File: src/hw/sds_pkg.sv
// Purpose: Constants and types for the synthesizer divider, resync and
//          power register bank.
// Assumes: Eight-bit registers reached over the serial register port.
// Notes:   The SPI frame is a 16-bit command (read flag, 15-bit address)
//          followed by one data byte.
// How it works
// - Retime edge bit picks rising (0) or falling (1) detector clock edge.
// - Polarity code 00 never inverts the reference divider output, 01 always.
// - Code 10 keeps high duty 50-67%, code 11 keeps 33-50%.
// - Select bit picks shared (0) or dedicated (1) feedback divider field.
// - Dedicated feedback code divides by 1, 2, 4 or 8, used when selected.
// - Shared code always sets reference divider, and feedback when unselected.
// - Low and high bytes form the 16-bit resync wait count.
// - Reset selector bit chooses which event starts the resync wait.
// - Dither position field and the two accumulator dither enables.
// - Auxiliary modulator enable and add-one-to-LSB enable.
// - Amplitude register holds output B code high, output A code low.
// - Reference detector power down bit resets to one.
// - Sync and temperature ADC power down bits reset to zero.
// - All registers reset to zero except power control at 0x2a, which resets to 0x04.
// - Resync wait and selector act only while resync mode is enabled.
package sds_pkg;

	localparam logic [14:0] ADDR_REF_CTRL = 15'h0024;
	localparam logic [14:0] ADDR_WAIT_LO  = 15'h0025;
	localparam logic [14:0] ADDR_WAIT_HI  = 15'h0026;
	localparam logic [14:0] ADDR_SPARE    = 15'h0027;
	localparam logic [14:0] ADDR_MOD_CTRL = 15'h0028;
	localparam logic [14:0] ADDR_AMP      = 15'h0029;
	localparam logic [14:0] ADDR_AUX_PD   = 15'h002a;

	localparam logic [7:0] RST_ZERO   = 8'h00;
	localparam logic [7:0] RST_AUX_PD = 8'h04;

	localparam int B_EDGE    = 7;
	localparam int B_POL_HI  = 6;
	localparam int B_POL_LO  = 5;
	localparam int B_FB_SEL  = 4;
	localparam int B_FB_HI   = 3;
	localparam int B_FB_LO   = 2;
	localparam int B_SH_HI   = 1;
	localparam int B_SH_LO   = 0;
	localparam int B_RS_SEL  = 7;
	localparam int B_MODULATOR_LSB_PLUS_ONE  = 6;
	localparam int B_AUX_MOD = 5;
	localparam int B_DIT_HI  = 4;
	localparam int B_DIT_LO  = 2;
	localparam int B_DIT2    = 1;
	localparam int B_DIT1    = 0;
	localparam int B_AMPB_HI = 7;
	localparam int B_AMPB_LO = 4;
	localparam int B_AMPA_HI = 3;
	localparam int B_AMPA_LO = 0;
	localparam int B_SYNC_POWER_DOWN = 4;
	localparam int B_REF_DETECTOR_POWER_DOWN = 2;
	localparam int B_TEMP_ADC_POWER_DOWN  = 1;

	localparam logic [1:0] POL_NEVER   = 2'h0;
	localparam logic [1:0] POL_ALWAYS  = 2'h1;
	localparam logic [1:0] POL_HI_DUTY = 2'h2;
	localparam logic [1:0] POL_LO_DUTY = 2'h3;

	localparam logic [4:0] LAST_CMD_BIT  = 5'h0f;
	localparam logic [4:0] LAST_DATA_BIT = 5'h17;
	localparam int         B_RD_FLAG     = 15;

	typedef enum logic [1:0] {
		SDS_IDLE = 2'b00,
		SDS_CMD  = 2'b01,
		SDS_DATA = 2'b10,
		SDS_DONE = 2'b11
	} sds_spi_st_t;

	typedef struct packed {
		logic [7:0] ref_ctrl;
		logic [7:0] wait_lo;
		logic [7:0] wait_hi;
		logic [7:0] spare;
		logic [7:0] mod_ctrl;
		logic [7:0] amp;
		logic [7:0] aux_pd;
	} sds_regs_t;

	typedef struct packed {
		logic        ref_retime_edge_sel;
		logic        ref_invert;
		logic [3:0]  ref_div1_ratio;
		logic [3:0]  fb_div1_ratio;
		logic [15:0] resync_wait;
		logic        resync_reset_select;
		logic        modulator_lsb_plus_one;
		logic        aux_mod_enable;
		logic [2:0]  first_dither_position;
		logic        second_acc_dither_enable;
		logic        first_acc_dither_enable;
		logic [3:0]  out_b_amplitude;
		logic [3:0]  out_a_amplitude;
		logic        sync_power_down;
		logic        ref_detector_power_down;
		logic        temp_adc_power_down;
	} sds_ctrl_t;

	// Codes 00..11 map to divide by 1, 2, 4, 8
	function automatic logic [3:0] sds_div_ratio(input logic [1:0] code);
		return 4'h1 << code;
	endfunction

endpackage

File: src/hw/sds_clk_div.sv
// Purpose: Divided clock as a one-cycle enable pulse every 1, 2, 4 or 8
//          cycles.
// Assumes: Ratio comes from registered control.
// Notes:   A ratio change takes effect at once, compared with the running count.
`timescale 1ns/1ps
module sds_clk_div (
	input  wire logic       mclk_i,
	input  wire logic       nrst_i,
	input  wire logic [3:0] ratio_i,
	output logic            tick_o
);
	typedef struct packed {
		logic [3:0] cnt;
		logic       tick;
	} sds_div_st_t;

	sds_div_st_t s_q;
	sds_div_st_t s_d;

	always_comb begin
		s_d = s_q;
		if (s_q.cnt >= ratio_i - 4'h1) begin
			s_d.cnt  = 4'h0;
			s_d.tick = 1'b1;
		end else begin
			s_d.cnt  = s_q.cnt + 4'h1;
			s_d.tick = 1'b0;
		end
	end

	always_ff @(posedge mclk_i or negedge nrst_i) begin
		if (!nrst_i) begin
			s_q <= '0;
		end else begin
			s_q <= s_d;
		end
	end

	assign tick_o = s_q.tick;
endmodule

File: src/hw/sds_resync_timer.sv
// Purpose: Waits the programmed count after a start event, then pulses.
// Assumes: Start is a one-cycle pulse on mclk_i.
// Notes:   Dropping the enable abandons a wait in progress.
`timescale 1ns/1ps
module sds_resync_timer (
	input  wire logic        mclk_i,
	input  wire logic        nrst_i,
	input  wire logic        enable_i,
	input  wire logic        start_i,
	input  wire logic [15:0] wait_i,
	output logic             busy_o,
	output logic             apply_o
);
	typedef struct packed {
		logic        busy;
		logic [15:0] cnt;
		logic        fire;
	} sds_tmr_st_t;

	sds_tmr_st_t s_q;
	sds_tmr_st_t s_d;

	always_comb begin
		s_d      = s_q;
		s_d.fire = 1'b0;
		if (!enable_i) begin
			s_d.busy = 1'b0;
		end else if (start_i) begin
			s_d.busy = 1'b1;
			s_d.cnt  = wait_i;
		end else if (s_q.busy) begin
			if (s_q.cnt == 16'h0000) begin
				s_d.busy = 1'b0;
				s_d.fire = 1'b1;
			end else begin
				s_d.cnt = s_q.cnt - 16'h0001;
			end
		end
	end

	always_ff @(posedge mclk_i or negedge nrst_i) begin
		if (!nrst_i) begin
			s_q <= '0;
		end else begin
			s_q <= s_d;
		end
	end

	assign busy_o  = s_q.busy;
	assign apply_o = s_q.fire;
endmodule

File: src/hw/sds_regs.sv
// Purpose: Divider, resync, modulator, amplitude and power control bank
//          behind the serial register port.
// Assumes: SPI pins are asynchronous to mclk_i and much slower than it.
// Notes:   Mode 0 SPI: data in on rising sclk, data out on falling sclk.
`timescale 1ns/1ps
module sds_regs (
	input  wire logic         mclk_i,
	input  wire logic         nrst_i,
	input  wire logic         sclk_i,
	input  wire logic         cs_n_i,
	input  wire logic         sdi_i,
	output logic              sdo_o,
	output logic              sdo_oe_o,
	input  wire logic         sync_pin_i,
	input  wire logic         cal_done_i,
	input  wire logic         resync_enable_i,
	input  wire logic         ref_div_duty_high_i,
	output sds_pkg::sds_ctrl_t ctrl_o,
	output logic              ref_div_tick_o,
	output logic              fb_div_tick_o,
	output logic              resync_busy_o,
	output logic              resync_apply_o
);
	typedef struct packed {
		logic [1:0]           sclk_s;
		logic [1:0]           csn_s;
		logic [1:0]           sdi_s;
		logic [1:0]           sync_s;
		logic                 sclk_d;
		logic                 sync_d;
		sds_pkg::sds_spi_st_t st;
		logic [4:0]           bitcnt;
		logic [15:0]          cmd;
		logic [7:0]           wdata;
		logic [7:0]           rdata;
		logic                 sdo;
		logic                 sdo_oe;
		sds_pkg::sds_regs_t   regs;
		sds_pkg::sds_ctrl_t   ctrl;
		logic                 first;
	} sds_state_t;

	sds_state_t s_q;
	sds_state_t s_d;
	logic       sclk_rise;
	logic       sclk_fall;
	logic       sync_rise;
	logic       resync_start;
	logic       is_read;
	logic [14:0] addr;

	// Unmapped addresses read as zero and ignore writes
	function automatic logic [7:0] reg_read(
		input sds_pkg::sds_regs_t r,
		input logic [14:0]        a
	);
		logic [7:0] v;
		v = 8'h00;
		case (a)
			sds_pkg::ADDR_REF_CTRL: v = r.ref_ctrl;
			sds_pkg::ADDR_WAIT_LO:  v = r.wait_lo;
			sds_pkg::ADDR_WAIT_HI:  v = r.wait_hi;
			sds_pkg::ADDR_SPARE:    v = r.spare;
			sds_pkg::ADDR_MOD_CTRL: v = r.mod_ctrl;
			sds_pkg::ADDR_AMP:      v = r.amp;
			sds_pkg::ADDR_AUX_PD:   v = r.aux_pd;
			default:                v = 8'h00;
		endcase
		return v;
	endfunction

	// Edge detectors look only at the second synchroniser stage
	assign sclk_rise = s_q.sclk_s[1] & ~s_q.sclk_d;
	assign sclk_fall = ~s_q.sclk_s[1] & s_q.sclk_d;
	assign sync_rise = s_q.sync_s[1] & ~s_q.sync_d;
	assign is_read   = s_q.cmd[sds_pkg::B_RD_FLAG];
	assign addr      = s_q.cmd[14:0];

	// Selector high: calibration done starts the wait, else the sync pin
	assign resync_start = s_q.ctrl.resync_reset_select ? cal_done_i
		: sync_rise;

	always_comb begin
		s_d        = s_q;
		s_d.sclk_s = {s_q.sclk_s[0], sclk_i};
		s_d.csn_s  = {s_q.csn_s[0], cs_n_i};
		s_d.sdi_s  = {s_q.sdi_s[0], sdi_i};
		s_d.sync_s = {s_q.sync_s[0], sync_pin_i};
		s_d.sclk_d = s_q.sclk_s[1];
		s_d.sync_d = s_q.sync_s[1];
		s_d.first  = 1'b0;

		if (s_q.csn_s[1]) begin
			s_d.st     = sds_pkg::SDS_IDLE;
			s_d.bitcnt = 5'h00;
			s_d.sdo_oe = 1'b0;
		end else begin
			case (s_q.st)
				sds_pkg::SDS_IDLE: begin
					s_d.st     = sds_pkg::SDS_CMD;
					s_d.bitcnt = 5'h00;
				end
				sds_pkg::SDS_CMD: begin
					if (sclk_rise) begin
						s_d.cmd    = {s_q.cmd[14:0], s_q.sdi_s[1]};
						s_d.bitcnt = s_q.bitcnt + 5'h01;
						if (s_q.bitcnt == sds_pkg::LAST_CMD_BIT) begin
							s_d.st     = sds_pkg::SDS_DATA;
							s_d.rdata  = reg_read(s_q.regs,
								s_d.cmd[14:0]);
							s_d.sdo_oe = s_d.cmd[sds_pkg::B_RD_FLAG];
						end
					end
				end
				sds_pkg::SDS_DATA: begin
					if (sclk_fall) begin
						s_d.sdo   = s_q.rdata[7];
						s_d.rdata = {s_q.rdata[6:0], 1'b0};
					end
					if (sclk_rise) begin
						s_d.wdata  = {s_q.wdata[6:0], s_q.sdi_s[1]};
						s_d.bitcnt = s_q.bitcnt + 5'h01;
						if (s_q.bitcnt == sds_pkg::LAST_DATA_BIT) begin
							s_d.st = sds_pkg::SDS_DONE;
						end
					end
				end
				sds_pkg::SDS_DONE: begin
					// Commit once per frame; further clocks are ignored
					s_d.sdo_oe = 1'b0;
					if (!is_read && s_q.bitcnt != 5'h00) begin
						s_d.bitcnt = 5'h00;
						case (addr)
							sds_pkg::ADDR_REF_CTRL:
								s_d.regs.ref_ctrl = s_q.wdata;
							sds_pkg::ADDR_WAIT_LO:
								s_d.regs.wait_lo = s_q.wdata;
							sds_pkg::ADDR_WAIT_HI:
								s_d.regs.wait_hi = s_q.wdata;
							sds_pkg::ADDR_SPARE:
								s_d.regs.spare = s_q.wdata;
							sds_pkg::ADDR_MOD_CTRL:
								s_d.regs.mod_ctrl = s_q.wdata;
							sds_pkg::ADDR_AMP:
								s_d.regs.amp = s_q.wdata;
							sds_pkg::ADDR_AUX_PD:
								s_d.regs.aux_pd = s_q.wdata;
							default: begin
							end
						endcase
					end
				end
				default: s_d.st = sds_pkg::SDS_IDLE;
			endcase
		end

		// Registered control view of the bank
		s_d.ctrl.ref_retime_edge_sel =
			s_q.regs.ref_ctrl[sds_pkg::B_EDGE];
		case (s_q.regs.ref_ctrl[sds_pkg::B_POL_HI:sds_pkg::B_POL_LO])
			sds_pkg::POL_NEVER:   s_d.ctrl.ref_invert = 1'b0;
			sds_pkg::POL_ALWAYS:  s_d.ctrl.ref_invert = 1'b1;
			// Invert only when it brings the high time to the wanted side
			sds_pkg::POL_HI_DUTY:
				s_d.ctrl.ref_invert = ~ref_div_duty_high_i;
			sds_pkg::POL_LO_DUTY:
				s_d.ctrl.ref_invert = ref_div_duty_high_i;
			default: s_d.ctrl.ref_invert = 1'b0;
		endcase
		s_d.ctrl.ref_div1_ratio = sds_pkg::sds_div_ratio(
			s_q.regs.ref_ctrl[sds_pkg::B_SH_HI:sds_pkg::B_SH_LO]);
		if (s_q.regs.ref_ctrl[sds_pkg::B_FB_SEL]) begin
			s_d.ctrl.fb_div1_ratio = sds_pkg::sds_div_ratio(
				s_q.regs.ref_ctrl[sds_pkg::B_FB_HI:sds_pkg::B_FB_LO]);
		end else begin
			s_d.ctrl.fb_div1_ratio = sds_pkg::sds_div_ratio(
				s_q.regs.ref_ctrl[sds_pkg::B_SH_HI:sds_pkg::B_SH_LO]);
		end
		s_d.ctrl.resync_wait = {s_q.regs.wait_hi, s_q.regs.wait_lo};
		s_d.ctrl.resync_reset_select =
			s_q.regs.mod_ctrl[sds_pkg::B_RS_SEL];
		s_d.ctrl.modulator_lsb_plus_one =
			s_q.regs.mod_ctrl[sds_pkg::B_MODULATOR_LSB_PLUS_ONE];
		s_d.ctrl.aux_mod_enable = s_q.regs.mod_ctrl[sds_pkg::B_AUX_MOD];
		s_d.ctrl.first_dither_position =
			s_q.regs.mod_ctrl[sds_pkg::B_DIT_HI:sds_pkg::B_DIT_LO];
		s_d.ctrl.second_acc_dither_enable =
			s_q.regs.mod_ctrl[sds_pkg::B_DIT2];
		s_d.ctrl.first_acc_dither_enable =
			s_q.regs.mod_ctrl[sds_pkg::B_DIT1];
		s_d.ctrl.out_b_amplitude =
			s_q.regs.amp[sds_pkg::B_AMPB_HI:sds_pkg::B_AMPB_LO];
		s_d.ctrl.out_a_amplitude =
			s_q.regs.amp[sds_pkg::B_AMPA_HI:sds_pkg::B_AMPA_LO];
		s_d.ctrl.sync_power_down =
			s_q.regs.aux_pd[sds_pkg::B_SYNC_POWER_DOWN];
		s_d.ctrl.ref_detector_power_down =
			s_q.regs.aux_pd[sds_pkg::B_REF_DETECTOR_POWER_DOWN];
		s_d.ctrl.temp_adc_power_down =
			s_q.regs.aux_pd[sds_pkg::B_TEMP_ADC_POWER_DOWN];
	end

	always_ff @(posedge mclk_i or negedge nrst_i) begin
		if (!nrst_i) begin
			s_q                              <= '0;
			s_q.csn_s                        <= 2'h3;
			s_q.regs.aux_pd                  <= sds_pkg::RST_AUX_PD;
			s_q.ctrl.ref_div1_ratio          <= 4'h1;
			s_q.ctrl.fb_div1_ratio           <= 4'h1;
			s_q.ctrl.ref_detector_power_down <= 1'b1;
			s_q.first                        <= 1'b1;
		end else begin
			s_q <= s_d;
		end
	end

	assign sdo_o    = s_q.sdo;
	assign sdo_oe_o = s_q.sdo_oe;
	assign ctrl_o   = s_q.ctrl;

	sds_clk_div u_ref_div (
		.mclk_i  (mclk_i),
		.nrst_i  (nrst_i),
		.ratio_i (s_q.ctrl.ref_div1_ratio),
		.tick_o  (ref_div_tick_o)
	);

	sds_clk_div u_fb_div (
		.mclk_i  (mclk_i),
		.nrst_i  (nrst_i),
		.ratio_i (s_q.ctrl.fb_div1_ratio),
		.tick_o  (fb_div_tick_o)
	);

	// Timer holds off unless resync mode is on
	sds_resync_timer u_resync (
		.mclk_i   (mclk_i),
		.nrst_i   (nrst_i),
		.enable_i (resync_enable_i),
		.start_i  (resync_start),
		.wait_i   (s_q.ctrl.resync_wait),
		.busy_o   (resync_busy_o),
		.apply_o  (resync_apply_o)
	);

	// Control view lags the bank by one cycle, so checks look one back

	AST_EDGE_SEL: assert property (
		@(posedge mclk_i) disable iff (!nrst_i)
		##1 ctrl_o.ref_retime_edge_sel ==
		$past(s_q.regs.ref_ctrl[sds_pkg::B_EDGE]))
		else $error("retime edge select does not follow register");

	AST_POL_FIXED: assert property (
		@(posedge mclk_i) disable iff (!nrst_i)
		(s_q.regs.ref_ctrl[sds_pkg::B_POL_HI:sds_pkg::B_POL_LO] ==
		sds_pkg::POL_NEVER) |=> !ctrl_o.ref_invert)
		else $error("never-invert code inverted");

	AST_POL_ALWAYS: assert property (
		@(posedge mclk_i) disable iff (!nrst_i)
		(s_q.regs.ref_ctrl[sds_pkg::B_POL_HI:sds_pkg::B_POL_LO] ==
		sds_pkg::POL_ALWAYS) |=> ctrl_o.ref_invert)
		else $error("always-invert code did not invert");

	AST_POL_AUTO: assert property (
		@(posedge mclk_i) disable iff (!nrst_i)
		(s_q.regs.ref_ctrl[sds_pkg::B_POL_HI:sds_pkg::B_POL_LO] ==
		sds_pkg::POL_HI_DUTY) |=>
		ctrl_o.ref_invert == !$past(ref_div_duty_high_i))
		else $error("high duty mode chose wrong polarity");

	AST_POL_AUTO_LO: assert property (
		@(posedge mclk_i) disable iff (!nrst_i)
		(s_q.regs.ref_ctrl[sds_pkg::B_POL_HI:sds_pkg::B_POL_LO] ==
		sds_pkg::POL_LO_DUTY) |=>
		ctrl_o.ref_invert == $past(ref_div_duty_high_i))
		else $error("low duty mode chose wrong polarity");

	AST_FB_SHARED: assert property (
		@(posedge mclk_i) disable iff (!nrst_i)
		!s_q.regs.ref_ctrl[sds_pkg::B_FB_SEL] |=>
		ctrl_o.fb_div1_ratio == ctrl_o.ref_div1_ratio)
		else $error("feedback divider not shared");

	AST_FB_DED: assert property (
		@(posedge mclk_i) disable iff (!nrst_i)
		s_q.regs.ref_ctrl[sds_pkg::B_FB_SEL] |=>
		ctrl_o.fb_div1_ratio == (4'h1 <<
		$past(s_q.regs.ref_ctrl[sds_pkg::B_FB_HI:sds_pkg::B_FB_LO])))
		else $error("dedicated feedback divider not applied");

	AST_REF_RATIO: assert property (
		@(posedge mclk_i) disable iff (!nrst_i)
		##1 ctrl_o.ref_div1_ratio == (4'h1 <<
		$past(s_q.regs.ref_ctrl[sds_pkg::B_SH_HI:sds_pkg::B_SH_LO])))
		else $error("shared divider code not applied");

	AST_WAIT: assert property (
		@(posedge mclk_i) disable iff (!nrst_i)
		##1 ctrl_o.resync_wait ==
		{$past(s_q.regs.wait_hi), $past(s_q.regs.wait_lo)})
		else $error("resync wait not formed from both bytes");

	AST_APPLY_ONCE: assert property (
		@(posedge mclk_i) disable iff (!nrst_i)
		resync_apply_o |=> !resync_apply_o)
		else $error("resync apply lasted more than one cycle");

	AST_RESYNC_SRC: assert property (
		@(posedge mclk_i) disable iff (!nrst_i)
		(resync_enable_i && ctrl_o.resync_reset_select && cal_done_i)
		##1 resync_enable_i |-> resync_busy_o || resync_apply_o)
		else $error("calibration done did not start wait");

	AST_RESYNC_PIN: assert property (
		@(posedge mclk_i) disable iff (!nrst_i)
		(resync_enable_i && !ctrl_o.resync_reset_select && sync_rise)
		##1 resync_enable_i |-> resync_busy_o || resync_apply_o)
		else $error("sync pin edge did not start wait");

	AST_MOD_VIEW: assert property (
		@(posedge mclk_i) disable iff (!nrst_i)
		##1 {ctrl_o.resync_reset_select, ctrl_o.modulator_lsb_plus_one,
		ctrl_o.aux_mod_enable, ctrl_o.first_dither_position,
		ctrl_o.second_acc_dither_enable, ctrl_o.first_acc_dither_enable}
		== $past(s_q.regs.mod_ctrl))
		else $error("modulator controls do not follow register");

	AST_AMP_VIEW: assert property (
		@(posedge mclk_i) disable iff (!nrst_i)
		##1 {ctrl_o.out_b_amplitude, ctrl_o.out_a_amplitude} ==
		$past(s_q.regs.amp))
		else $error("amplitude codes do not follow register");

	AST_RDET_PD: assert property (
		@(posedge mclk_i) disable iff (!nrst_i)
		##1 ctrl_o.ref_detector_power_down ==
		$past(s_q.regs.aux_pd[sds_pkg::B_REF_DETECTOR_POWER_DOWN]))
		else $error("reference detector power down wrong");

	AST_SYNC_ADC_PD: assert property (
		@(posedge mclk_i) disable iff (!nrst_i)
		##1 {ctrl_o.sync_power_down, ctrl_o.temp_adc_power_down} ==
		{$past(s_q.regs.aux_pd[sds_pkg::B_SYNC_POWER_DOWN]),
		$past(s_q.regs.aux_pd[sds_pkg::B_TEMP_ADC_POWER_DOWN])})
		else $error("sync or temperature power down wrong");

	AST_RESET_VAL: assert property (
		@(posedge mclk_i) disable iff (!nrst_i)
		s_q.first |-> s_q.regs.aux_pd == sds_pkg::RST_AUX_PD
		&& s_q.regs.ref_ctrl == sds_pkg::RST_ZERO
		&& {s_q.regs.wait_hi, s_q.regs.wait_lo} == {2{sds_pkg::RST_ZERO}}
		&& {s_q.regs.spare, s_q.regs.mod_ctrl, s_q.regs.amp} ==
		{3{sds_pkg::RST_ZERO}}
		&& ctrl_o.ref_detector_power_down
		&& !ctrl_o.sync_power_down && !ctrl_o.temp_adc_power_down)
		else $error("bank reset values wrong");

	AST_RESYNC_OFF: assert property (
		@(posedge mclk_i) disable iff (!nrst_i)
		!resync_enable_i |=> !resync_busy_o && !resync_apply_o)
		else $error("resync active while mode disabled");
endmodule

File: config.mk
export PLATFORM = sky130hd
export DESIGN_NAME = sds_regs
export DESIGN_NICKNAME = d
export VERILOG_FILES = /design/src/hw/sds_pkg.sv /design/src/hw/sds_clk_div.sv /design/src/hw/sds_resync_timer.sv /design/src/hw/sds_regs.sv
export SDC_FILE = /design/constraint.sdc
export NUM_CORES = 1
export LEC_CHECK = 0
export BUFFER_PORTS_ARGS = -buffer_cell sky130_fd_sc_hd__buf_2
export CAP_MARGIN = 20
export CELL_PAD_IN_SITES_DETAIL_PLACEMENT = 1
export CELL_PAD_IN_SITES_GLOBAL_PLACEMENT = 1
export CORE_MARGIN = 5
export CORE_UTILIZATION = 53
export CTS_CLUSTER_DIAMETER = 200
export DETAILED_ROUTE_END_ITERATION = 8
export HOLD_SLACK_MARGIN = 0.12
export PLACE_DENSITY = 0.95
export SETUP_SLACK_MARGIN = 0.2
export SLEW_MARGIN = 20
export SYNTH_ARGS = -nofsm -noshare
export SYNTH_HDL_FRONTEND = slang
export SYNTH_HIERARCHICAL = 1
export SYNTH_SLANG_ARGS = --single-unit
File: constraint.sdc
create_clock -name mclk_i -period 3.93 [get_ports mclk_i]
set_input_delay 0.786 -clock mclk_i [delete_from_list [all_inputs] [get_ports mclk_i]]
set_output_delay 0.786 -clock mclk_i [all_outputs]
set_load 0.03 [all_outputs]
==> results.tsv <==
stage	metric	value	unit
detailed_routing	Detailed Route WL	22310	um
grt	antenna violations before repair	0	
critical_path	Startpoint Class	flip-flop	
detailed_routing	Routed WL per cell	25.38	um
cts	# hold bufs at CTS	0	
cts	PostCTS Resize Cnt	0	
placement	worst slack, placed	1013	ps
cts	clock slew at reported path FFs	70	ps
final_layout	share of post-route cells with drive strength above 1	30.10	%
final_layout	fin nets	707	
cts	CTS tree	done	
timing	setup TNS	0	ps
synth	syn avg cell area	12.38	um2
critical_path	slowest CP cell	o21ai_2	
detailed_routing	DRC	0	
cts	Root Driver	clkbuf_16	
grt	Congestion Overflow GR	0	
critical_path	crit path max fanout	14	
timing	RSZ-0062 raised after global routing	no	
timing	Period minus WS final	2952	ps
outcome	status	completed	
timing	Rel. slew slack	25.03	%
synth	Synth cell types	66	
die	die area	0.01815	mm2
timing	fin crit share	75.12	%
die	core box area	0.01520	mm2
detailed_routing	first drt pass iteration count	5	
detailed_routing	DR iter-0 viols	448	
final_layout	diode count	0	
synth	Ys Warns	6	
cts	Setup Fix Bufs, Post-CTS	0	
final_layout	multi-input logic area	0.003203	mm2
final_layout	Non-Filler Instances	879	
final_layout	most frequent cells in the layout	174 x dfrtp_1, 83 x mux2_2, 58 x buf_2	
die	Initial Util	54.22	%
critical_path	reg-to-reg endpoint	u_resync/s_q[2]	
final_layout	post-route core utilization	59.64	%
die	I/O pins	60	
die	height of the die	134.7	um
grt	largest net degree at the start of global routing	102	
detailed_routing	antenna violation net count after detailed routing	0	
critical_path	crit path capture	u_resync/s_q[2]	
cts	total CTS buffers	17	
synth	sequential area share after synthesis	54.74	%
placement	dpl cells	847	
placement	dpl hpwl	14710	um
critical_path	r2r worst-path depth	6	
timing	final setup fails	0	
critical_path	R2R Setup Slk	980	ps
cts	CTS Sinks	180	
synth	Synth area leaders	dfrtp_1 53%, mux2_2 11%, buf_4 4.1%, ha_1 3.0%, mux2i_1 2.3%	
timing	Tightest Pin Transition	1122	ps
detailed_routing	Vias/cell	6.448	
critical_path	critical path, cell by cell	inv_1, ha_1, or4b_4, or4_4, o21ai_2, mux2i_1	
grt	Global Route Usage Sum	25.69	%
power	peak supply drop	0.3494	mV
synth	leading area contributor after synthesis	dfrtp_1	
synth	ys async rst share	100.0	%
synth	cell count after synthesis	666	
power	leakage power	4.345	nW
critical_path	reg2reg start	u_resync/s_q[1]	
synth	Synth Register Bits	180	
placement	Port Buffers	59	
final_layout	Register Area	0.004512	mm2
grt	first-pass GRT wire length	36090	um
final_layout	Layout area overhead	9.988	%
hold_path	Hold WC Path Type	flip-flop to flip-flop	
cts	worst skew pair latency	440	ps
critical_path	slowest cell delay on critical path	640	ps
grt	vias in the first global route	6165	
power	PnR Total Power	5.322	mW
critical_path	CP arrival	3300	ps
timing	setup ws final	977.8	ps
critical_path	Crit Path Class	flip-flop to flip-flop	
final_layout	Filler Cell Count	1533	
timing	fmax	338.7	MHz
synth	Post-synth EDFFs	0	
critical_path	crit end category	flip-flop	
synth	Mapped Area	0.008243	mm2
die	Core Rows	45	
synth	Post-Syn Nets	695	
timing	final hold violations	0	
cts	maximum clock path buffer count	2	
cts	CTS HTree Levels	4	
detailed_routing	Via Count	5668	
critical_path	Worst EP required	4280	ps
synth	top cell type's share of synthesized area	52.82	%
timing	Slew Viols, Final	0	
placement	Final GP Congestion	0.8833	
final_layout	commonest non-fill, non-tap cell in the layout	dfrtp_1	
synth	Synth Flop Type	dfrtp_1	
die	die width	134.7	um
timing	clock skew	13.47	ps
power	total power per unit cell area	587.0	mW/mm2
run	max cap viols	0	
critical_path	Critical Path Start	u_resync/s_q[1]	
-- layer usage --
metal | track usage, % | vias up | routed length (um)
met4 | 9.672 | 0 | 648
li1 | - | 2407 | -
met3 | 5.142 | 54 | 1113
met5 | 0 | - | 0
met2 | 46.16 | 214 | 11890
met1 | 30.40 | 2993 | 8657
-- kinds of logic (layout without fill, tap and decap cells) --
| kind of cell | Yosys count | count (layout) | share of synthesized area (%) |
|---|---|---|---|
| and+or+nand+nor | 145 | 145 | 10.73 |
| xor gates and xnor gates | 9 | 9 | 0.9563 |
| buffers and inverters | 93 | 118 | 6.481 |
| muxes | 102 | 102 | 13.65 |
| adders and majority gates | 20 | 20 | 3.036 |
| DFF | 180 | 180 | 54.74 |
| AOI/OAI and AO/OA | 117 | 117 | 10.41 |
-- state kept, by name, indices dropped and copies added, names as in the netlist --
signal            count
s_q                  47
ctrl_o               45
u_fb_div/s_q          4
u_ref_div/s_q         4
sdo_o                 1
is_read               1
addr                 15
sdo_oe_o              1
u_resync/s_q         16
u_resync/busy_o       1
u_fb_div/tick_o       1
s_d                  42
u_ref_div/tick_o      1
u_resync/apply_o      1
-- worst max-delay path: cells and delay by family, from the launching register on --
family	cells	cell delay (ps)
AND/OR/NAND/NOR	2	1150
AO/OA/AOI/OAI	1	640
flip-flops	1	380
multiplexers	1	290
adder cells (fa/ha/maj)	1	270
buffers and inverters	1	140
-- power by group --
group          switching (mW)  internal [mW]  total [mW]
clock                   0.748           1.23        1.98
combinational           0.828          0.385        1.21
sequential              0.177           1.95        2.13
total                    1.75           3.57        5.32
-- through the flow --
step / hold slack, ps / cell area (um2)
floorplan: 331.2 / 8243
global placement: 334.7 / 8384
detailed placement: 337.8 / 8384
CTS: 352.1 / 9066
global route: 363.6 / 9066
finish: 349.0 / 9066
-- cell type report --
| class | count | share of cell area [%] |
|---|---|---|
| Clock buffer | 21 | 5.079 |
| Clock inverter | 11 | 2.443 |
| Inverter | 22 | 0.9108 |
| Multi-Input combinational cell | 393 | 35.33 |
| Sequential cell | 180 | 49.77 |
| Tap cell | 188 | 2.595 |
| Timing Repair Buffer | 64 | 3.878 |
-- how the worst min path moves through the flow --
stage	from	to	slack (ps)	cells after the start
final	s_d[148]	s_q[148]	350	0
after global routing	s_d[150]	s_q[150]	360	0
after CTS	s_d[148]	s_q[148]	350	0
after detailed placement	s_d[148]	s_q[148]	340	0
after global placement	s_d[148]	s_q[148]	330	0
after floorplan	s_d[146]	s_d[143]	330	0
-- cell usage after synthesis, types with 7 or more instances --
master / n
o211ai_1: 7
o2bb2ai_1: 15
mux2_2: 83
nand3_1: 9
a22oi_1: 21
ha_1: 20
a21oi_1: 9
nand2b_1: 10
mux2i_1: 19
nand2_1: 23
nor2_1: 19
nor2b_1: 8
o21ai_0: 25
inv_1: 22
dfrtp_1: 174
nor3_1: 19
o22ai_1: 7
clkbuf_1: 18
a32oi_1: 7
buf_4: 45
xnor2_1: 7
Power figures use the tool's default switching activity.
